===== src/rtl/dvr_pkg.sv =====
// Constants and types shared by the dual-rail regulator register bank
package dvr_pkg;
   // ==========================================
   // Register offsets
   localparam logic [7:0] DVR_OFS_GFX_BOOT = 8'h3f;
   localparam logic [7:0] DVR_OFS_CORE_TEMP = 8'h40;
   localparam logic [7:0] DVR_OFS_GFX_TEMP = 8'h41;
   localparam logic [7:0] DVR_OFS_CORE_TRIM = 8'h42;
   localparam logic [7:0] DVR_OFS_GFX_TRIM = 8'h43;
   localparam logic [7:0] DVR_OFS_GFX_BAL = 8'h44;
   localparam logic [7:0] DVR_OFS_PART_ID = 8'hb2;
   // ==========================================
   // Reset values
   localparam logic [7:0] DVR_RST_GFX_BOOT = 8'h00;
   localparam logic [7:0] DVR_RST_TEMP = 8'h00;
   localparam logic [7:0] DVR_RST_TRIM = 8'h63;
   localparam logic [7:0] DVR_RST_GFX_BAL = 8'h40;
   // ==========================================
   // Field layout
   localparam int DVR_TRIM_FAST_LSB = 4;
   localparam int DVR_TRIM_SLOW_LSB = 0;
   localparam int DVR_BAL_GAIN_LSB = 4;
   localparam int DVR_BAL_OFS_LSB = 0;
   localparam logic [7:0] DVR_BAL_MASK = 8'h77;
   localparam logic [7:0] DVR_BOOT_FROM_STRAP = 8'h00;
   // ==========================================
   // Temperature codes, one count per degree
   localparam logic [7:0] DVR_TEMP_MAX = 8'h96;
   localparam logic [7:0] DVR_ALERT_ON = 8'h67;
   localparam logic [7:0] DVR_ALERT_OFF = 8'h64;
   localparam logic [7:0] DVR_HOT_ON = 8'h6a;
   localparam logic [7:0] DVR_HOT_OFF = 8'h67;
   // ==========================================
   // Bus addressing
   localparam logic [6:0] DVR_DEFAULT_ADDR = 7'h44;
   localparam logic [3:0] DVR_BYTE_BITS = 4'h8;
   // ==========================================
   // Serial slave states
   typedef enum logic [8:0] {
      DVR_IDLE = 9'b000000001,
      DVR_ADDR = 9'b000000010,
      DVR_ADDR_ACK = 9'b000000100,
      DVR_CMD = 9'b000001000,
      DVR_CMD_ACK = 9'b000010000,
      DVR_WDATA = 9'b000100000,
      DVR_WDATA_ACK = 9'b001000000,
      DVR_RDATA = 9'b010000000,
      DVR_RDATA_ACK = 9'b100000000
   } dvr_state_t;
endpackage


===== src/rtl/dvr_hyst.sv =====
// Threshold comparator with hysteresis for one temperature indication
`timescale 1ns/1ps
module dvr_hyst
   import dvr_pkg::*;
#(
   parameter logic [7:0] ON_LEVEL = 8'h00,
   parameter logic [7:0] OFF_LEVEL = 8'h00
) (
   input wire logic sys_clk,
   input wire logic rst,
   input wire logic ce,
   input wire logic [7:0] value,
   output logic flag_ff
);
   // ==========================================
   // Set at or above ON_LEVEL, clear at or below OFF_LEVEL
   always_ff @(posedge sys_clk or posedge rst) begin
      if (rst) begin
         flag_ff <= 1'b0;
      end else if (ce) begin
         if (value >= ON_LEVEL) begin
            flag_ff <= 1'b1;
         end else if (value <= OFF_LEVEL) begin
            flag_ff <= 1'b0;
         end
      end
   end
endmodule


===== src/rtl/dvr_regs.sv =====
// Serial-bus register bank tail of the dual-rail regulator controller
`timescale 1ns/1ps
module dvr_regs
   import dvr_pkg::*;
#(
   parameter logic [7:0] PART_ID = 8'ha5 // Arbitrary identifier value
) (
   input wire logic sys_clk,
   input wire logic rst,
   input wire logic ce,
   input wire logic scl_in,
   input wire logic sda_in,
   output logic sda_out,
   output logic sda_oe,
   input wire logic [6:0] bus_addr_strap,
   input wire logic [7:0] gfx_boot_strap_code,
   input wire logic gfx_rail_enable,
   input wire logic [7:0] core_temp_sense_pin,
   input wire logic core_temp_valid,
   input wire logic [7:0] gfx_temp_sense_pin,
   input wire logic gfx_temp_valid,
   output logic [7:0] gfx_boot_voltage,
   output logic gfx_boot_from_reg,
   output logic [3:0] core_fast_up_overshoot_trim,
   output logic [3:0] core_slow_up_overshoot_trim,
   output logic [3:0] gfx_fast_up_overshoot_trim,
   output logic [3:0] gfx_slow_up_overshoot_trim,
   output logic [2:0] gfx_third_phase_gain,
   output logic [2:0] gfx_third_phase_offset,
   output logic attention_out,
   output logic attention_oe,
   output logic overtemp_line_out,
   output logic overtemp_line_oe
);
   // ==========================================
   // Declarations
   dvr_state_t state_ff;
   logic scl_q_ff, sda_q_ff;
   logic [3:0] cnt_ff;
   logic [7:0] shift_ff, tx_ff, ptr_ff;
   logic rw_ff, oe_ff;
   logic wr_en_ff;
   logic [7:0] wr_addr_ff, wr_data_ff;
   logic [7:0] rd_data;
   logic scl_rise, scl_fall, bus_start, bus_stop;
   logic [6:0] dev_addr_ff;
   logic strap_done_ff;
   logic [7:0] gfx_boot_ff, core_trim_ff, gfx_trim_ff, gfx_bal_ff;
   logic [7:0] core_temp_ff, gfx_temp_ff, hottest;
   logic [7:0] boot_code_ff;
   logic boot_from_reg_ff, rail_en_q_ff;
   logic alert_flag, hot_flag;

   function automatic logic [7:0] dvr_clamp(input logic [7:0] v);
      dvr_clamp = (v > DVR_TEMP_MAX) ? DVR_TEMP_MAX : v;
   endfunction

   // ==========================================
   // Bus line edges and conditions
   assign scl_rise = scl_in & ~scl_q_ff;
   assign scl_fall = ~scl_in & scl_q_ff;
   assign bus_start = scl_in & scl_q_ff & sda_q_ff & ~sda_in;
   assign bus_stop = scl_in & scl_q_ff & ~sda_q_ff & sda_in;
   assign sda_out = 1'b0;
   assign sda_oe = oe_ff;

   always_ff @(posedge sys_clk or posedge rst) begin
      if (rst) begin
         scl_q_ff <= 1'b1;
         sda_q_ff <= 1'b1;
      end else if (ce) begin
         scl_q_ff <= scl_in;
         sda_q_ff <= sda_in;
      end
   end

   // ==========================================
   // Address strap caught after reset release
   always_ff @(posedge sys_clk or posedge rst) begin
      if (rst) begin
         dev_addr_ff <= DVR_DEFAULT_ADDR;
         strap_done_ff <= 1'b0;
      end else if (ce && !strap_done_ff) begin
         dev_addr_ff <= bus_addr_strap;
         strap_done_ff <= 1'b1;
      end
   end

   // ==========================================
   // Serial slave: byte write and byte read with auto-increment
   always_ff @(posedge sys_clk or posedge rst) begin
      if (rst) begin
         state_ff <= DVR_IDLE;
         cnt_ff <= 4'h0;
         shift_ff <= 8'h00;
         tx_ff <= 8'h00;
         ptr_ff <= 8'h00;
         rw_ff <= 1'b0;
         oe_ff <= 1'b0;
         wr_en_ff <= 1'b0;
         wr_addr_ff <= 8'h00;
         wr_data_ff <= 8'h00;
      end else if (ce) begin
         wr_en_ff <= 1'b0;
         if (bus_start) begin
            state_ff <= DVR_ADDR;
            cnt_ff <= 4'h0;
            oe_ff <= 1'b0;
         end else if (bus_stop) begin
            state_ff <= DVR_IDLE;
            oe_ff <= 1'b0;
         end else if (scl_rise && state_ff != DVR_IDLE) begin
            shift_ff <= {shift_ff[6:0], sda_in};
            cnt_ff <= 4'(cnt_ff + 4'h1);
            if (state_ff == DVR_RDATA_ACK && !sda_in) begin
               ptr_ff <= 8'(ptr_ff + 8'h01);
            end
         end else if (scl_fall) begin
            case (state_ff)
               DVR_ADDR: begin
                  if (cnt_ff == DVR_BYTE_BITS) begin
                     if (shift_ff[7:1] == dev_addr_ff) begin
                        rw_ff <= shift_ff[0];
                        oe_ff <= 1'b1;
                        state_ff <= DVR_ADDR_ACK;
                     end else begin
                        state_ff <= DVR_IDLE;
                     end
                  end
               end
               DVR_ADDR_ACK: begin
                  cnt_ff <= 4'h0;
                  if (rw_ff) begin
                     tx_ff <= rd_data;
                     oe_ff <= ~rd_data[7];
                     state_ff <= DVR_RDATA;
                  end else begin
                     oe_ff <= 1'b0;
                     state_ff <= DVR_CMD;
                  end
               end
               DVR_CMD: begin
                  if (cnt_ff == DVR_BYTE_BITS) begin
                     ptr_ff <= shift_ff;
                     oe_ff <= 1'b1;
                     state_ff <= DVR_CMD_ACK;
                  end
               end
               DVR_CMD_ACK: begin
                  oe_ff <= 1'b0;
                  cnt_ff <= 4'h0;
                  state_ff <= DVR_WDATA;
               end
               DVR_WDATA: begin
                  if (cnt_ff == DVR_BYTE_BITS) begin
                     wr_en_ff <= 1'b1;
                     wr_addr_ff <= ptr_ff;
                     wr_data_ff <= shift_ff;
                     oe_ff <= 1'b1;
                     state_ff <= DVR_WDATA_ACK;
                  end
               end
               DVR_WDATA_ACK: begin
                  oe_ff <= 1'b0;
                  cnt_ff <= 4'h0;
                  ptr_ff <= 8'(ptr_ff + 8'h01);
                  state_ff <= DVR_WDATA;
               end
               DVR_RDATA: begin
                  if (cnt_ff == DVR_BYTE_BITS) begin
                     oe_ff <= 1'b0;
                     state_ff <= DVR_RDATA_ACK;
                  end else begin
                     tx_ff <= {tx_ff[6:0], 1'b0};
                     oe_ff <= ~tx_ff[6];
                  end
               end
               DVR_RDATA_ACK: begin
                  cnt_ff <= 4'h0;
                  if (!shift_ff[0]) begin
                     tx_ff <= rd_data;
                     oe_ff <= ~rd_data[7];
                     state_ff <= DVR_RDATA;
                  end else begin
                     oe_ff <= 1'b0;
                     state_ff <= DVR_IDLE;
                  end
               end
               default: begin
                  oe_ff <= 1'b0;
                  state_ff <= DVR_IDLE;
               end
            endcase
         end
      end
   end

   // ==========================================
   // Read multiplexer; unmapped offsets read zero
   always_comb begin
      case (ptr_ff)
         DVR_OFS_GFX_BOOT: rd_data = gfx_boot_ff;
         DVR_OFS_CORE_TEMP: rd_data = core_temp_ff;
         DVR_OFS_GFX_TEMP: rd_data = gfx_temp_ff;
         DVR_OFS_CORE_TRIM: rd_data = core_trim_ff;
         DVR_OFS_GFX_TRIM: rd_data = gfx_trim_ff;
         DVR_OFS_GFX_BAL: rd_data = gfx_bal_ff & DVR_BAL_MASK;
         DVR_OFS_PART_ID: rd_data = PART_ID;
         default: rd_data = 8'h00;
      endcase
   end

   // ==========================================
   // Writable registers; read-only offsets have no write path
   always_ff @(posedge sys_clk or posedge rst) begin
      if (rst) begin
         gfx_boot_ff <= DVR_RST_GFX_BOOT;
         core_trim_ff <= DVR_RST_TRIM;
         gfx_trim_ff <= DVR_RST_TRIM;
         gfx_bal_ff <= DVR_RST_GFX_BAL;
      end else if (ce && wr_en_ff) begin
         case (wr_addr_ff)
            DVR_OFS_GFX_BOOT: gfx_boot_ff <= wr_data_ff;
            DVR_OFS_CORE_TRIM: core_trim_ff <= wr_data_ff;
            DVR_OFS_GFX_TRIM: gfx_trim_ff <= wr_data_ff;
            DVR_OFS_GFX_BAL: gfx_bal_ff <= wr_data_ff & DVR_BAL_MASK;
            default: ;
         endcase
      end
   end

   assign core_fast_up_overshoot_trim = core_trim_ff[DVR_TRIM_FAST_LSB +: 4];
   assign core_slow_up_overshoot_trim = core_trim_ff[DVR_TRIM_SLOW_LSB +: 4];
   assign gfx_fast_up_overshoot_trim = gfx_trim_ff[DVR_TRIM_FAST_LSB +: 4];
   assign gfx_slow_up_overshoot_trim = gfx_trim_ff[DVR_TRIM_SLOW_LSB +: 4];
   assign gfx_third_phase_gain = gfx_bal_ff[DVR_BAL_GAIN_LSB +: 3];
   assign gfx_third_phase_offset = gfx_bal_ff[DVR_BAL_OFS_LSB +: 3];

   // ==========================================
   // Temperature readings, capped
   always_ff @(posedge sys_clk or posedge rst) begin
      if (rst) begin
         core_temp_ff <= DVR_RST_TEMP;
         gfx_temp_ff <= DVR_RST_TEMP;
      end else if (ce) begin
         if (core_temp_valid) begin
            core_temp_ff <= dvr_clamp(core_temp_sense_pin);
         end
         if (gfx_temp_valid) begin
            gfx_temp_ff <= dvr_clamp(gfx_temp_sense_pin);
         end
      end
   end

   // ==========================================
   // Boot target latched at the rail enable rising edge
   always_ff @(posedge sys_clk or posedge rst) begin
      if (rst) begin
         rail_en_q_ff <= 1'b0;
         boot_code_ff <= DVR_BOOT_FROM_STRAP;
         boot_from_reg_ff <= 1'b0;
      end else if (ce) begin
         rail_en_q_ff <= gfx_rail_enable;
         if (gfx_rail_enable && !rail_en_q_ff) begin
            if (gfx_boot_ff != DVR_BOOT_FROM_STRAP && dev_addr_ff == DVR_DEFAULT_ADDR) begin
               boot_code_ff <= gfx_boot_ff;
               boot_from_reg_ff <= 1'b1;
            end else begin
               boot_code_ff <= gfx_boot_strap_code;
               boot_from_reg_ff <= 1'b0;
            end
         end
      end
   end

   assign gfx_boot_voltage = boot_code_ff;
   assign gfx_boot_from_reg = boot_from_reg_ff;

   // ==========================================
   // Thermal indications from the hotter rail
   assign hottest = (core_temp_ff > gfx_temp_ff) ? core_temp_ff : gfx_temp_ff;

   dvr_hyst #(.ON_LEVEL(DVR_ALERT_ON), .OFF_LEVEL(DVR_ALERT_OFF)) u_alert (
      .sys_clk(sys_clk),
      .rst(rst),
      .ce(ce),
      .value(hottest),
      .flag_ff(alert_flag)
   );

   dvr_hyst #(.ON_LEVEL(DVR_HOT_ON), .OFF_LEVEL(DVR_HOT_OFF)) u_hot (
      .sys_clk(sys_clk),
      .rst(rst),
      .ce(ce),
      .value(hottest),
      .flag_ff(hot_flag)
   );

   assign attention_out = 1'b0;
   assign attention_oe = alert_flag;
   assign overtemp_line_out = 1'b0;
   assign overtemp_line_oe = hot_flag;
endmodule


===== config.mk =====
export PLATFORM = sky130hd
export DESIGN_NAME = dvr_regs
export DESIGN_NICKNAME = d
export VERILOG_FILES = /design/src/rtl/dvr_pkg.sv /design/src/rtl/dvr_hyst.sv /design/src/rtl/dvr_regs.sv
export SDC_FILE = /design/constraint.sdc
export NUM_CORES = 1
export LEC_CHECK = 0
export BUFFER_PORTS_ARGS = -buffer_cell sky130_fd_sc_hd__clkbuf_2
export CORE_MARGIN = 8
export CORE_UTILIZATION = 35
export CTS_BUF_LIST = sky130_fd_sc_hd__clkbuf_4 sky130_fd_sc_hd__clkbuf_8
export DETAILED_ROUTE_END_ITERATION = 8
export GPL_TIMING_DRIVEN = 1
export HOLD_SLACK_MARGIN = 0.03
export PLACE_DENSITY_LB_ADDON = 0.25
export SLEW_MARGIN = 20
export SYNTH_ARGS = -nofsm -noshare
export SYNTH_HDL_FRONTEND = slang
export SYNTH_SLANG_ARGS = --single-unit

===== constraint.sdc =====
create_clock -name sys_clk -period 8.4 [get_ports sys_clk]
set_clock_uncertainty 0.05 [all_clocks]
set_input_delay 0.84 -clock sys_clk [delete_from_list [all_inputs] [get_ports sys_clk]]
set_output_delay 0.84 -clock sys_clk [all_outputs]
set_load 0.005 [all_outputs]

==> flow_summary.yaml, run 1 <==
routing:
  drt_wl_total_um: 18100
  post_drt_wl_per_cell_um: 19.0
  remaining_drc_errors: 0
  firstDrtPassIters: 5
  drt-vias-per-instance: 5.57
  drt_iter0_markers: 398
  antenna_left: 0
  vias: 5324
timing:
  max_freq_ghz: 0.349
  rsz0062_at_grt: "no"
  final-hold-violation-count: 0
  period_share_pct: 34.1
  totalNegativeSetupSlack_ps: 0
  fin_ws_ps: 5530
  final-setup-viol-count: 0
  slew_viol_final: 0
  relSlewSlack_pct: 25.7
  min_period_ps: 2870
  tightestPinTransition_ps: 1110
setup_path:
  crit_start: "ptr_ff[4]"
  crit_arrival_ps: 3200
  required_ps: 8730
  crit_type: "flop to flop"
  worst_setup_path_start_kind: "flop"
  r2r_start: "ptr_ff[4]"
  rr_worst_depth: 6
  path_max_fanout: 13
  cp-end-kind: "flop"
yosys:
  postSynthAreaPerCell_um2: 10.3
  synth_top_family_by_area: "simple AND/OR/NAND/NOR gates"
  ys.flop_type: "dfrtp_1"
  ys_seq_elements: 123
  synth_compound_area_share_pct: 16.1
  synth_edf_count: 0
  yosysUniqueCellTypes: 73
  synthAdderAreaFrac_pct: 2.61
  syn_area_mm2: 0.00670
  synth.area.mux_share_pct: 13.5
  synth-xor-area-share_pct: 1.44
  synthArstFlopShare_pct: 100
  ys_warn_count: 0
  yosys.area_share.simple_pct: 16.2
  synthCells: 651
  ys_seq_area_share_pct: 46.2
global_routing:
  grt_max_degree: 63
  antenna_found_initial: 0
  grt_first_pass_wirelength_um: 29200
  grt.overflow.total: 0
  grt.total_usage_pct: 15.4
  first_global_vias: 5471
pwr:
  switching_share_pct: 31.3
  leakage_nw: 3.44
  internal_power_w: 0.00120
  p_clk_share_pct: 35.7
  power_density_mw_per_mm2: 227
  switchingPower_w: 0.000546
  seqPwrFrac_pct: 44.9
  comb_power_share_pct: 19.4
  ir_drop_mv: 0.0948
cts:
  clock_latency_ps: 450
  ctsResizeCount: 0
  cts_tree: "done"
  clk_path_buf_depth: 2
  htreeDepth: 4
  cts.clk_slew.worst_paths_ps: 70
  cts_setup_buffers: 0
  cts_made_buffers: 17
  clock_sinks: 123
  hold_buffers: 0
  root_buffer: "clkbuf_8"
floorplanning:
  initial_core_util_pct: 35.7
  coreArea_mm2: 0.0188
  die-area_mm2: 0.0238
  io_pins: 76
  die_w_um: 154
  rows: 50
  die_y_um: 154
finish:
  largest_register_ffs: 9
  diodes: 0
  syn_to_final_growth_pct: 14.5
  layout_common_cells: "109 x dfrtp_1, 72 x nand2_1, 72 x clkbuf_2"
  stdcell_area_mm2: 0.00767
  regMostFlops: "state_ff"
  layout.nets: 762
  final_cells: 956
  drive_gt1_share_pct: 29.1
  fill_cells: 1856
  final_common_cell: "dfrtp_1"
worst_hold_path:
  min_path_cells: 1
  hp-class: "flop to flop"
  min_from: "strap_done_ff"
place:
  dpl_worst_slack_ps: 5350
  place_congestion: 0.877
  portBuffers: 72
  hpwl_um: 13500
  dp.cells: 924
  place_area_mm2: 0.00718
run:
  maxCapViolCount: 0
outcome:
  status: "finished clean"
## kinds of logic after synthesis
| group | count (synthesis) |
|---|---|
| adders and majority gates | 14 |
| and+or+nand+nor | 207 |
| muxes | 82 |
| other | 1 |
| AOI/OAI and AO/OA | 160 |
| buffers and inverters | 53 |
| xor gates and xnor gates | 11 |
| DFF | 123 |
## path summary, 6_finish.rpt
kind	to	slack, ps
min in group asynchronous	shift_ff[7]	470
min reg2reg	strap_done_ff	420
max	tx_ff[5]	5530
min	strap_done_ff	420
max in group asynchronous	gfx_trim_ff[4]	6540
max reg2reg	tx_ff[5]	5530
## worst max-delay path: stages (launching register included)
cell,delay (ps)
dfrtp_1,480
nor4b_2,990
nand2_1,450
o22ai_1,440
a211o_1,150
a22oi_1,70
o21ai_1,150
## synth_stat cells (all sizes together), types with 5 or more instances
| library cell | count | area (µm²) |
|---|---|---|
| a31oi | 5 | 31.3 |
| mux2 | 66 | 743 |
| dfrtp | 109 | 2730 |
| buf | 17 | 126 |
| or4 | 6 | 48.8 |
| nor3 | 10 | 61.3 |
| nand3 | 20 | 100 |
| xnor2 | 9 | 78.8 |
| ha | 14 | 175 |
| a22o | 6 | 52.6 |
| nand2b | 5 | 31.3 |
| o21ai | 47 | 235 |
| inv | 17 | 63.8 |
| a22oi | 12 | 90.1 |
| nand2 | 73 | 282 |
| nor2b | 9 | 56.3 |
| mux2i | 16 | 160 |
| dfstp | 14 | 368 |
| clkbuf | 19 | 71.3 |
| nor4 | 7 | 50.1 |
| and3 | 5 | 31.3 |
| nand3b | 5 | 37.5 |
| o211ai | 7 | 52.6 |
| o31ai | 6 | 58.8 |
| a21oi | 40 | 219 |
| nand4 | 10 | 62.6 |
| nor2 | 32 | 120 |
## through the flow
stage | hold WS [ps] | util, % | total power (W)
floorplan | 388 | - | 0.00102
global placement | 400 | 38.3 | 0.00112
detailed placement | 403 | 38.3 | 0.00113
CTS | 423 | 40.8 | 0.00175
global route | 439 | 40.9 | 0.00183
finish | 420 | 40.9 | 0.00174
## cell type report
| class | count | area [µm²] | share of cell area, % |
|---|---|---|---|
| Inverter | 17 | 66.3 | 0.865 |
| Clock buffer | 21 | 283 | 3.69 |
| Sequential cell | 123 | 3100 | 40.4 |
| Clock inverter | 11 | 190 | 2.48 |
| Tap cell | 234 | 293 | 3.82 |
| Multi-Input combinational cell | 477 | 3370 | 44.0 |
| Timing Repair Buffer | 73 | 368 | 4.80 |
## routing by layer
metal / up-vias / part of all wire (%) / GRT usage (%)
li1: 2508 / - / -
met1: 2626 / 44 / 18.4
met2: 152 / 49 / 25.9
met3: 38 / 5.3 / 4.54
met4: 0 / 2.5 / 5.51
met5: - / 0 / 0
## power by group through the flow
stage / Combinational (W) / Sequential (W) / Clock (W)
2_1_floorplan: 0.000286 / 0.000732 / 0
3_3_place_gp: 0.000330 / 0.000787 / 0
3_5_place_dp: 0.000338 / 0.000791 / 0
4_1_cts: 0.000340 / 0.000781 / 0.000632
5_1_grt: 0.000381 / 0.000795 / 0.000656
6_report: 0.000338 / 0.000783 / 0.000622
Power figures use the tool's default switching activity.
==> run 2, diff against run 1 <==
clock period = 2.8 ns   (was 8.4 ns; I/O delays follow)
==> run 2 against run 1 <==
Effect of this change: clock power increased to 3.0 times the previous value; core utilization increased by 2.3 points; cell area increased by 5.5%; critical path depth decreased by 2; sequential power increased to 3.0 times the previous value; setup slack got worse by 5400 ps; worst hold slack got worse by 350 ps; non-clock buffer count increased by 47; largest cell class unchanged.
==> flow_summary.yaml, run 2 (synthesis results as in run 1) <==
finish:
  syn_to_final_growth_pct: 20.8
  layout_common_cells: "109 x dfrtp_1, 72 x nand2_1, 72 x clkbuf_2"
  seq_area_mm2: 0.00310
  finish.utilization_pct: 43.1
  layout.nets: 809
  regMostFlops: "state_ff"
  drive_gt1_share_pct: 29.9
  multi_input_area_mm2: 0.00336
  fill_cells: 1821
  largest_register_ffs: 9
  final_common_cell: "dfrtp_1"
  diodes: 0
cts:
  htreeDepth: 4
  cts_tree: "done"
  cts_made_buffers: 17
  cts_setup_buffers: 0
  clk_path_buf_depth: 2
  clock_latency_ps: 450
  root_buffer: "clkbuf_8"
  cts.clk_slew.worst_paths_ps: 80
  clock_sinks: 123
worst_hold_path:
  holdPathEnd: "gfx_boot_voltage[1]"
  min_path_cells: 3
  min_from: "gfx_boot_strap_code[1]"
  hp-class: "input pin to flop"
timing:
  rsz0062_at_grt: "no"
  slew_viol_final: 0
  period_share_pct: 94.4
  totalNegativeSetupSlack_ps: 0
  final-hold-violation-count: 0
  relSlewSlack_pct: 37.0
  min_period_ps: 2640
  fin_ws_ps: 156
  max_freq_ghz: 0.378
  tightestPinTransition_ps: 943
  whs_ps: 70.9
  final-setup-viol-count: 0
place:
  hpwl_um: 13900
  portBuffers: 72
  dpl_worst_slack_ps: 220
  place_congestion: 0.869
global_routing:
  grt_first_pass_wirelength_um: 29500
  first_global_vias: 5439
  grt.total_usage_pct: 15.6
  grt.overflow.total: 0
  grt_max_degree: 40
  antenna_found_initial: 0
run:
  maxCapViolCount: 0
routing:
  vias: 5458
  drt_iter0_markers: 343
  post_drt_wl_per_cell_um: 18.2
  drt_wl_total_um: 18300
  firstDrtPassIters: 6
  remaining_drc_errors: 0
  drt-vias-per-instance: 5.44
  antenna_left: 0
pwr:
  ir_drop_mv: 0.327
  power_density_mw_per_mm2: 658
  total_power_w: 0.00533
  leakage_nw: 3.65
floorplanning:
  die-area_mm2: 0.0238
  die_y_um: 154
  io_pins: 76
  coreArea_mm2: 0.0188
  rows: 50
  die_w_um: 154
  initial_core_util_pct: 35.7
outcome:
  status: "finished clean"
setup_path:
  r2r_slack_ps: 160
  path_max_fanout: 20
  crit_type: "flop to flop"
  reg2reg_to: "wr_data_ff[7]"
  rr_worst_depth: 4
  cp-end-kind: "flop"
  r2r_start: "state_ff[8]"
  crit_arrival_ps: 2920
  worst_setup_path_start_kind: "flop"
  required_ps: 3080
==> run 2: cell count changes in the layout (fill, tap and decap cells not counted), sizes merged <==
cell	delta
dlygate4sd3	+24
buf	+23
clkinvlp	+4
clkinv	-3
inv	-1
==> run 2: final cells by class <==
class / count / share of cell area, %
multi-input combinational: 477 / 41.5
inverter: 17 / 0.835
timing repair buffer: 120 / 9.96
clock inverter: 11 / 2.35
tap: 234 / 3.62
sequential: 123 / 38.3
clock buffer: 21 / 3.49
==> run 2: worst max-delay path, stage by stage, from the launching register on <==
cell and delay [ps]:
dfrtp_1 510, nor4_1 650, nand4b_1 230, or3_1 680
mux2_2 390
==> run 2: worst max-delay path by stage <==
stage | startpoint | end | slack [ps] | cells after the start
global route | state_ff[8] | wr_data_ff[2] | 70 | 4
floorplan | state_ff[0] | shift_ff[1] | 460 | 6
finish | state_ff[8] | wr_data_ff[7] | 160 | 4
detailed placement | state_ff[5] | state_ff[1] | 220 | 6
global placement | state_ff[5] | state_ff[7] | 220 | 6
CTS | state_ff[5] | state_ff[1] | 200 | 6
==> run 2: metal layers <==
metal  global-route usage [%]  wire length [µm]  up-vias  part of all wire, %
li1                         -                 -     2605                    -
met4                     4.85               290        0                  1.6
met5                        0                 0        -                    0
met1                     19.3              8110     2704                   44
met2                     26.5              9230      123                   51
met3                     3.51               635       26                  3.5
==> run 2: stage by stage <==
stage / std cells / cell area (µm²)
after floorplan: 653 / 6710
after global placement: 947 / 7380
after detailed placement: 947 / 7380
after CTS: 1003 / 8090
after global routing: 1003 / 8090
final: 1003 / 8090
==> run 2: repair_timing <==
item,CTS,global route
gates resized for setup,0,0
hold endpoints to repair,51,0
hold buffers,24,0
==> run 2: power breakdown <==
part / total [W] / internal [W] / switching, W
sequential: 0.00236 / 0.00200 / 0.000360
combinational: 0.00110 / 0.000513 / 0.000585
clock: 0.00187 / 0.00114 / 0.000732
total: 0.00533 / 0.00365 / 0.00168
